==> config.mk <==
export PLATFORM = sky130hd
export DESIGN_NAME = tsr_status_bank
export DESIGN_NICKNAME = d
export VERILOG_FILES = /design/src/tsr_pkg.sv /design/src/tsr_err_if.sv /design/src/tsr_status_bank.sv /design/src/tsr_err_win.sv
export SDC_FILE = /design/constraint.sdc
export NUM_CORES = 1
export LEC_CHECK = 0
export ABC_AREA = 1
export BUFFER_PORTS_ARGS = -buffer_cell sky130_fd_sc_hd__buf_2
export CORE_MARGIN = 2
export CORE_UTILIZATION = 55
export CTS_CLUSTER_DIAMETER = 150
export DETAILED_ROUTE_END_ITERATION = 12
export PLACE_DENSITY_LB_ADDON = 0.2
export SLEW_MARGIN = 20
export SYNTH_ARGS = -nofsm -noshare
export SYNTH_HDL_FRONTEND = slang
export SYNTH_SLANG_ARGS = --single-unit
==> constraint.sdc <==
create_clock -name mclk -period 4.68 [get_ports mclk]
set_clock_uncertainty 0.05 [all_clocks]
set_input_delay 0.468 -clock mclk [delete_from_list [all_inputs] [get_ports mclk]]
set_output_delay 0.468 -clock mclk [all_outputs]
set_load 0.01 [all_outputs]
==> src/tsr_pkg.sv <==
// constants and types shared by the status read-back bank
package tsr_pkg;
	// register subaddresses
	localparam logic [7:0] SUB_DEV_STATUS = 8'h00;
	localparam logic [7:0] SUB_SOUND_STATUS = 8'h01;
	localparam logic [7:0] SUB_ERROR_COUNT = 8'h02;
	localparam logic [7:0] SUB_XDATA_LOW = 8'h03;
	localparam logic [7:0] SUB_XDATA_HIGH = 8'h04;
	localparam logic [7:0] SUB_ID_FIRST = 8'hfc;
	localparam logic [7:0] SUB_ID_LAST = 8'hff;
	localparam logic [7:0] UNMAPPED_BYTE = 8'hff;
	// field positions in the device status register
	localparam int DS_PIN_TWO = 7;
	localparam int DS_PIN_ONE = 6;
	localparam int DS_RESERVE = 5;
	localparam int DS_AUTOMUTE = 4;
	localparam int DS_DIGITAL = 3;
	localparam int DS_FM_DUAL = 2;
	localparam int DS_FM_STEREO = 1;
	// field positions in the extra data high register
	localparam int XH_OVERRUN = 7;
	localparam int XH_NEW = 6;
	// bus details
	localparam logic [6:0] SLAVE_ADDR = 7'h5c;
	localparam logic [3:0] BITS_PER_BYTE = 4'h8;
	// error window timing
	localparam int CLK_PERIOD_NS = 4;
	localparam int ERR_WINDOW_MS = 128;
	localparam int ERR_WINDOW_CYCLES = (ERR_WINDOW_MS * 1000000) / CLK_PERIOD_NS;
	localparam int ERR_CNT_W = 25;
	typedef enum logic [3:0] {
		TSR_IDLE, TSR_ADDR, TSR_ADDR_ACK, TSR_SUB, TSR_SUB_ACK,
		TSR_WDATA, TSR_WDATA_ACK, TSR_RDATA, TSR_RACK
	} tsr_bus_st_t;
endpackage

==> src/tsr_err_if.sv <==
// signals between the bus bank and the error window counter
`timescale 1ns/100ps
interface tsr_err_if;
	logic err_pulse;
	logic [7:0] count;
	logic refresh;
	modport bank (output err_pulse, input count, input refresh);
	modport win (input err_pulse, output count, output refresh);
endinterface

==> src/tsr_status_bank.sv <==
// status read-back bank behind the two-wire serial slave transmitter
`timescale 1ns/100ps
module tsr_status_bank #(
	parameter int unsigned ERR_WINDOW = tsr_pkg::ERR_WINDOW_CYCLES,
	parameter logic [7:0] ID_SET_0 = 8'h11, // arbitrary value
	parameter logic [7:0] ID_SET_1 = 8'h22, // arbitrary value
	parameter logic [7:0] ID_SET_2 = 8'h33, // arbitrary value
	parameter logic [7:0] ID_SET_3 = 8'h44 // arbitrary value
) (
	input wire logic mclk,
	input wire logic rst_b,
	input wire logic scl_in,
	input wire logic sda_in,
	output logic sda_out,
	output logic sda_oe,
	input wire logic gp_pin_one,
	input wire logic gp_pin_two,
	input wire logic [3:0] ctrl_bits,
	input wire logic sync_locked,
	input wire logic config_changed,
	input wire logic stereo_mode_flag,
	input wire logic dual_mono_flag,
	input wire logic digital_sound_present,
	input wire logic fm_dual_detected,
	input wire logic fm_stereo_detected,
	input wire logic automute_enable,
	input wire logic automute_trigger,
	input wire logic error_pulse,
	input wire logic extra_data_strobe,
	input wire logic [10:0] extra_data_word,
	input wire logic coding_ind_one,
	input wire logic coding_ind_two,
	output logic first_carrier_select,
	output logic automute_active,
	output logic digital_silence
);
	typedef struct packed {
		logic scl_meta, scl_sync, scl_prev;
		logic sda_meta, sda_sync, sda_prev;
		logic p1_meta, p1_sync, p2_meta, p2_sync;
		tsr_pkg::tsr_bus_st_t st;
		logic [3:0] cnt;
		logic [7:0] shreg;
		logic [7:0] tx;
		logic [7:0] sub;
		logic host_ack;
		logic drive;
		logic [10:0] xd_word;
		logic [1:0] ci;
		logic xd_new;
		logic xd_ovr;
		logic fallback;
	} tsr_bank_t;
	tsr_bank_t q, next_q;

	tsr_err_if eif ();
	logic scl_rise, scl_fall, start_cond, stop_cond;
	logic load_tx;
	logic [7:0] load_sub;
	logic [7:0] rd_data;
	logic [7:0] dev_status, sound_status, xd_high;
	logic xd_clear;

	// error counting over fixed windows lives in its own counter
	tsr_err_win #(.WINDOW_CYCLES(ERR_WINDOW)) u_err_win (
		.mclk(mclk),
		.rst_b(rst_b),
		.eif(eif.win)
	);
	assign eif.err_pulse = error_pulse;

	// bus edges and conditions, judged on the second and third stages only
	assign scl_rise = q.scl_sync && !q.scl_prev;
	assign scl_fall = !q.scl_sync && q.scl_prev;
	assign start_cond = q.scl_sync && q.scl_prev && !q.sda_sync && q.sda_prev;
	assign stop_cond = q.scl_sync && q.scl_prev && q.sda_sync && !q.sda_prev;

	// register images; undefined bits tie to zero
	always_comb begin
		dev_status = 8'h00;
		dev_status[tsr_pkg::DS_PIN_TWO] = q.p2_sync;
		dev_status[tsr_pkg::DS_PIN_ONE] = q.p1_sync;
		dev_status[tsr_pkg::DS_RESERVE] = ctrl_bits[3];
		dev_status[tsr_pkg::DS_AUTOMUTE] = q.fallback;
		dev_status[tsr_pkg::DS_DIGITAL] = digital_sound_present;
		dev_status[tsr_pkg::DS_FM_DUAL] = fm_dual_detected;
		dev_status[tsr_pkg::DS_FM_STEREO] = fm_stereo_detected;
		sound_status = {ctrl_bits, sync_locked, config_changed,
			stereo_mode_flag, dual_mono_flag};
		xd_high = {q.xd_ovr, q.xd_new, 1'b0, q.ci, q.xd_word[10:8]};
	end

	// read multiplexer; anything not held here answers all ones
	always_comb begin
		case (load_sub)
			tsr_pkg::SUB_DEV_STATUS: rd_data = dev_status;
			tsr_pkg::SUB_SOUND_STATUS: rd_data = sound_status;
			tsr_pkg::SUB_ERROR_COUNT: rd_data = eif.count;
			tsr_pkg::SUB_XDATA_LOW: rd_data = q.xd_word[7:0];
			tsr_pkg::SUB_XDATA_HIGH: rd_data = xd_high;
			tsr_pkg::SUB_ID_FIRST: rd_data = ID_SET_0;
			tsr_pkg::SUB_ID_FIRST + 8'h01: rd_data = ID_SET_1;
			tsr_pkg::SUB_ID_FIRST + 8'h02: rd_data = ID_SET_2;
			tsr_pkg::SUB_ID_LAST: rd_data = ID_SET_3;
			default: rd_data = tsr_pkg::UNMAPPED_BYTE;
		endcase
	end

	// a byte load happens right after a read address ack or after a host ack
	always_comb begin
		load_tx = 1'b0;
		load_sub = q.sub;
		if (scl_fall && q.st == tsr_pkg::TSR_ADDR_ACK && q.shreg[0]) begin
			load_tx = 1'b1;
		end else if (scl_fall && q.st == tsr_pkg::TSR_RACK && q.host_ack) begin
			load_tx = 1'b1;
			load_sub = q.sub + 8'h01;
		end
	end
	assign xd_clear = load_tx && load_sub == tsr_pkg::SUB_XDATA_HIGH;

	// bus engine plus the data and status flags, all on mclk
	always_comb begin
		next_q = q;
		// two-stage synchronisers for pins, third stage only for edges
		next_q.scl_meta = scl_in;
		next_q.scl_sync = q.scl_meta;
		next_q.scl_prev = q.scl_sync;
		next_q.sda_meta = sda_in;
		next_q.sda_sync = q.sda_meta;
		next_q.sda_prev = q.sda_sync;
		next_q.p1_meta = gp_pin_one;
		next_q.p1_sync = q.p1_meta;
		next_q.p2_meta = gp_pin_two;
		next_q.p2_sync = q.p2_meta;
		// fallback to first carrier; forced cases ignore the enable
		next_q.fallback = ctrl_bits[2] || !sync_locked ||
			(automute_enable && automute_trigger);
		// extra data store; a new store wins over a read clear
		if (extra_data_strobe) begin
			next_q.xd_word = extra_data_word;
			next_q.ci = {coding_ind_one, coding_ind_two};
			next_q.xd_new = 1'b1;
			next_q.xd_ovr = q.xd_ovr || (q.xd_new && !xd_clear);
		end else if (xd_clear) begin
			next_q.xd_new = 1'b0;
			next_q.xd_ovr = 1'b0;
		end
		if (load_tx) begin
			next_q.tx = rd_data;
			next_q.sub = load_sub;
		end
		if (start_cond) begin
			next_q.st = tsr_pkg::TSR_ADDR;
			next_q.cnt = 4'h0;
			next_q.drive = 1'b0;
		end else if (stop_cond) begin
			next_q.st = tsr_pkg::TSR_IDLE;
			next_q.drive = 1'b0;
		end else begin
			case (q.st)
				tsr_pkg::TSR_IDLE: begin
					next_q.drive = 1'b0;
				end
				tsr_pkg::TSR_ADDR, tsr_pkg::TSR_SUB, tsr_pkg::TSR_WDATA: begin
					if (scl_rise) begin
						next_q.shreg = {q.shreg[6:0], q.sda_sync};
						next_q.cnt = q.cnt + 4'h1;
					end else if (scl_fall && q.cnt == tsr_pkg::BITS_PER_BYTE) begin
						next_q.cnt = 4'h0;
						next_q.drive = 1'b1;
						if (q.st == tsr_pkg::TSR_ADDR) begin
							// foreign address: stay off the bus until the next start
							if (q.shreg[7:1] == tsr_pkg::SLAVE_ADDR) begin
								next_q.st = tsr_pkg::TSR_ADDR_ACK;
							end else begin
								next_q.st = tsr_pkg::TSR_IDLE;
								next_q.drive = 1'b0;
							end
						end else if (q.st == tsr_pkg::TSR_SUB) begin
							next_q.st = tsr_pkg::TSR_SUB_ACK;
							next_q.sub = q.shreg;
						end else begin
							next_q.st = tsr_pkg::TSR_WDATA_ACK;
						end
					end
				end
				tsr_pkg::TSR_ADDR_ACK: begin
					if (scl_fall) begin
						if (q.shreg[0]) begin
							next_q.st = tsr_pkg::TSR_RDATA;
							next_q.drive = !rd_data[7];
						end else begin
							next_q.st = tsr_pkg::TSR_SUB;
							next_q.drive = 1'b0;
						end
					end
				end
				tsr_pkg::TSR_SUB_ACK, tsr_pkg::TSR_WDATA_ACK: begin
					// written bytes are acked and dropped: this bank is read-only
					if (scl_fall) begin
						next_q.st = tsr_pkg::TSR_WDATA;
						next_q.drive = 1'b0;
					end
				end
				tsr_pkg::TSR_RDATA: begin
					if (scl_rise) begin
						next_q.cnt = q.cnt + 4'h1;
					end else if (scl_fall) begin
						if (q.cnt == tsr_pkg::BITS_PER_BYTE) begin
							next_q.st = tsr_pkg::TSR_RACK;
							next_q.cnt = 4'h0;
							next_q.drive = 1'b0;
						end else begin
							next_q.tx = {q.tx[6:0], 1'b0};
							next_q.drive = !q.tx[6];
						end
					end
				end
				tsr_pkg::TSR_RACK: begin
					if (scl_rise) begin
						next_q.host_ack = !q.sda_sync;
					end else if (scl_fall) begin
						// a nack ends the read; wait for stop or repeated start
						if (q.host_ack) begin
							next_q.st = tsr_pkg::TSR_RDATA;
							next_q.drive = !rd_data[7];
						end else begin
							next_q.st = tsr_pkg::TSR_IDLE;
						end
					end
				end
				default: begin
					next_q.st = tsr_pkg::TSR_IDLE;
					next_q.drive = 1'b0;
				end
			endcase
		end
	end

	// all state in one register; lines idle high after reset
	always_ff @(posedge mclk) begin
		if (!rst_b) begin
			q <= '0;
			q.scl_meta <= 1'b1;
			q.scl_sync <= 1'b1;
			q.scl_prev <= 1'b1;
			q.sda_meta <= 1'b1;
			q.sda_sync <= 1'b1;
			q.sda_prev <= 1'b1;
			q.st <= tsr_pkg::TSR_IDLE;
			q.fallback <= 1'b1;
		end else begin
			q <= next_q;
		end
	end

	// open-drain data line: only ever pulls low
	assign sda_out = 1'b0;
	assign sda_oe = q.drive;
	assign first_carrier_select = q.fallback;
	assign automute_active = q.fallback;
	assign digital_silence = !sync_locked;
endmodule // tsr_status_bank

==> src/tsr_err_win.sv <==
// windowed error counter: latches the count of each closed window
`timescale 1ns/100ps
module tsr_err_win #(
	parameter int unsigned WINDOW_CYCLES = tsr_pkg::ERR_WINDOW_CYCLES
) (
	input wire logic mclk,
	input wire logic rst_b,
	tsr_err_if.win eif
);
	typedef struct packed {
		logic [tsr_pkg::ERR_CNT_W-1:0] tick;
		logic [7:0] run;
		logic [7:0] held;
		logic refresh;
	} tsr_win_t;
	tsr_win_t q, next_q;
	logic [tsr_pkg::ERR_CNT_W-1:0] last_tick;
	logic [7:0] run_inc;

	// saturate so a noisy window reads full scale, not a wrapped small value
	always_comb begin
		last_tick = tsr_pkg::ERR_CNT_W'(WINDOW_CYCLES - 1);
		run_inc = (eif.err_pulse && q.run != 8'hff) ? q.run + 8'h01 : q.run;
		next_q = q;
		next_q.refresh = 1'b0;
		if (q.tick == last_tick) begin
			next_q.tick = '0;
			next_q.held = run_inc;
			next_q.run = 8'h00;
			next_q.refresh = 1'b1;
		end else begin
			next_q.tick = q.tick + 1'b1;
			next_q.run = run_inc;
		end
	end

	always_ff @(posedge mclk) begin
		if (!rst_b) begin
			q <= '0;
		end else begin
			q <= next_q;
		end
	end

	assign eif.count = q.held;
	assign eif.refresh = q.refresh;
endmodule // tsr_err_win

==> flow_summary.json <==
{
  "status": "complete, no violations",
  "ctsLongestPathBuffers": 2,
  "grt_max_degree": 43,
  "final_antenna_net_count": 0,
  "max-cap-violations": 0,
  "wl_per_cell_um": 12.67,
  "cp-end-kind": "register",
  "postSynthNetCount": 807,
  "place.port_buffers": 37,
  "slew_headroom": 0.3459,
  "drc_errors": 0,
  "viasPerCell": 5.232,
  "grt_pass1_vias": 4585,
  "htree_levels": 3,
  "dp_hpwl_um": 8775,
  "antenna_found_initial": 0,
  "rsz0062_at_grt": "no",
  "clockRootBuffer": "clkbuf_8",
  "whs_path_depth": 3,
  "wirelength_um": 11760,
  "floorplan.initialDensity": 0.5656,
  "area_growth_pct": 8.523,
  "core.rowCount": 35,
  "ys_warn_count": 0,
  "core_um2": 9240,
  "vias": 4855,
  "grt.overflow.total": 0,
  "drive_gt1_frac": 0.1239,
  "setup_tns_ps": 0,
  "hold_violations": 0,
  "synth_edf_count": 0,
  "fin_nets": 837,
  "ios": 39,
  "synthArstFlopShare": 0,
  "layout_min_cycle_time_ps": 2722,
  "cts_resized": 0,
  "r2r_cells": 12,
  "cts_tree": "built",
  "vdd.ir_drop.worst_uv": 238.1,
  "syn-cell-area_um2": 5226,
  "synth-main-ff-cell": "dfxtp_1",
  "cts_num_sinks": 100,
  "critPathKind": "register to register",
  "ys_top_cells_by_area": "dfxtp_1 38%, nand2_1 12%, nor2_1 8.0%",
  "drtIter0Drc": 252,
  "firstDrtPassIters": 5,
  "dpl_cell_area_um2": 5480,
  "start_kind": "register",
  "yosys_register_bits": 100,
  "cp_max_fo": 32,
  "nFillCells": 916,
  "insertion_delay_ps": 360,
  "syn_inst": 765,
  "setup_slack_ps": 1959,
  "place.gp.congestion": 0.9660,
  "hp-class": "primary input to register",
  "final_area_um2": 5672,
  "fin_crit_sh": 0.5815,
  "power.leakage_uw": 0.002440,
  "place_ws_ps": 1889,
  "worstMarginPinSlew_ps": 980.1,
  "final_util": 0.6138,
  "die_x_um": 101.5,
  "synth_top_area_frac": 0.3831,
  "n_antenna_cell": 0,
  "power_uw": 1695,
  "post_cts_buffers": 0,
  "worstPathArrival_ps": 2910,
  "required_ps": 4870,
  "die_y_um": 101.5,
  "grt_pass1_wl_um": 20130,
  "ys_types": 47,
  "fmax_ghz": 0.3674,
  "cts_made_buffers": 9,
  "p_per_area_nw_per_um2": 298.8,
  "ys_seq_area_frac": 0.3831,
  "cts_hold_buf": 0,
  "dieArea_um2": 10300,
  "synth_top_area_cell": "dfxtp_1",
  "setup_viol": 0,
  "yosysMostFrequentCell": "nand2_1",
  "synth_common_cells": "162 x nand2_1, 111 x nor2_1, 100 x dfxtp_1",
  "syn_avg_cell_area_um2": 6.832,
  "slew_violations": 0,
  "clk_pin_slew_ps": 90,
  "grt_usage": 0.2413
}
[flip-flops by register name, indices dropped and copies added, names as in the netlist]
signal               flops
u_err_win.q             33
u_err_win.eif.count      8
next_q                   6
automute_active          1
q                       49
dev_status               2
sda_oe                   1
[per-layer routing]
metal	GRT usage	part of all wire
met1	0.3131	0.48
met4	0.08732	0.016
met2	0.4131	0.47
met3	0.03037	0.028
met5	0	0
[cell families (layout without fill, tap and decap cells)]
family / Yosys count / count (layout) / share of synthesized area
fa+ha+maj: 8 / 8 / 0.01915
mux: 1 / 1 / 0.001915
compound gates: 134 / 134 / 0.1410
simple gates: 385 / 385 / 0.3376
xor+xnor: 14 / 14 / 0.02346
flops: 100 / 100 / 0.3831
other cells: 1 / 1 / 0.0007175
buf+inv: 122 / 156 / 0.09313
[per-stage QoR]
step	cells	hold slack, ps
after floorplan	765	340.5
after detailed placement	913	347.3
after global routing	928	227.9
after global placement	913	344.0
after CTS	928	222.8
final	928	235.3
[critical path: stages, from the launching register on]
cell and delay [ps]:
dfxtp_1 360, ha_1 180, nand2_1 60, inv_1 90, nand3_2 90, nor2_2 150
inv_1 80, nor4_1 330, nor2_1 210, inv_1 770, nor2_1 60, o21ai_0 110
a31oi_1 50
[final cells by class]
cell class / count / area [µm²] / share of cell area
Multi-Input combinational cell: 543 / 2738 / 0.4827
Sequential cell: 100 / 2002 / 0.3530
Inverter: 103 / 386.6 / 0.06817
Timing Repair Buffer: 38 / 192.7 / 0.03397
Tap cell: 129 / 161.4 / 0.02846
Clock buffer: 11 / 141.4 / 0.02493
Clock inverter: 4 / 50.05 / 0.008824
[placed cells by master (no fill, tap or decap), types with 2 or more instances in the layout]
cell type,n
xor2_1,8
nand3_2,3
o21ai_2,3
nor2_4,5
nor2_8,2
clkinvlp_4,2
clkbuf_8,10
nor4_1,6
inv_2,11
xnor2_1,6
buf_2,37
or2_2,6
nand2_2,8
inv_1,91
nor2_2,6
nand2_1,162
a21boi_1,3
o22ai_1,5
a21oi_1,52
o21ai_1,7
a22oi_1,2
nand4_1,13
nand3_1,36
nor3_1,19
o21ai_0,48
dfxtp_1,100
ha_1,8
nor2_1,111
a211oi_1,7
a31oi_1,2
[path summary, 6_finish.rpt]
check | endpoint | slack [ps] | startpoint
setup / recovery | u_err_win.q[35] | 1960 | u_err_win.q[17]
hold / removal | next_q[52] | 240 | gp_pin_one
setup reg to reg | u_err_win.q[35] | 1960 | u_err_win.q[17]
hold reg to reg | next_q[54] | 370 | next_q[55]
[power by group]
part           total, µW  switching (µW)  internal [µW]
Clock                546             288            258
Sequential           917            30.6            886
Combinational        232             149           83.5
Total               1690             467           1230
(Power assumes the default switching activity.)
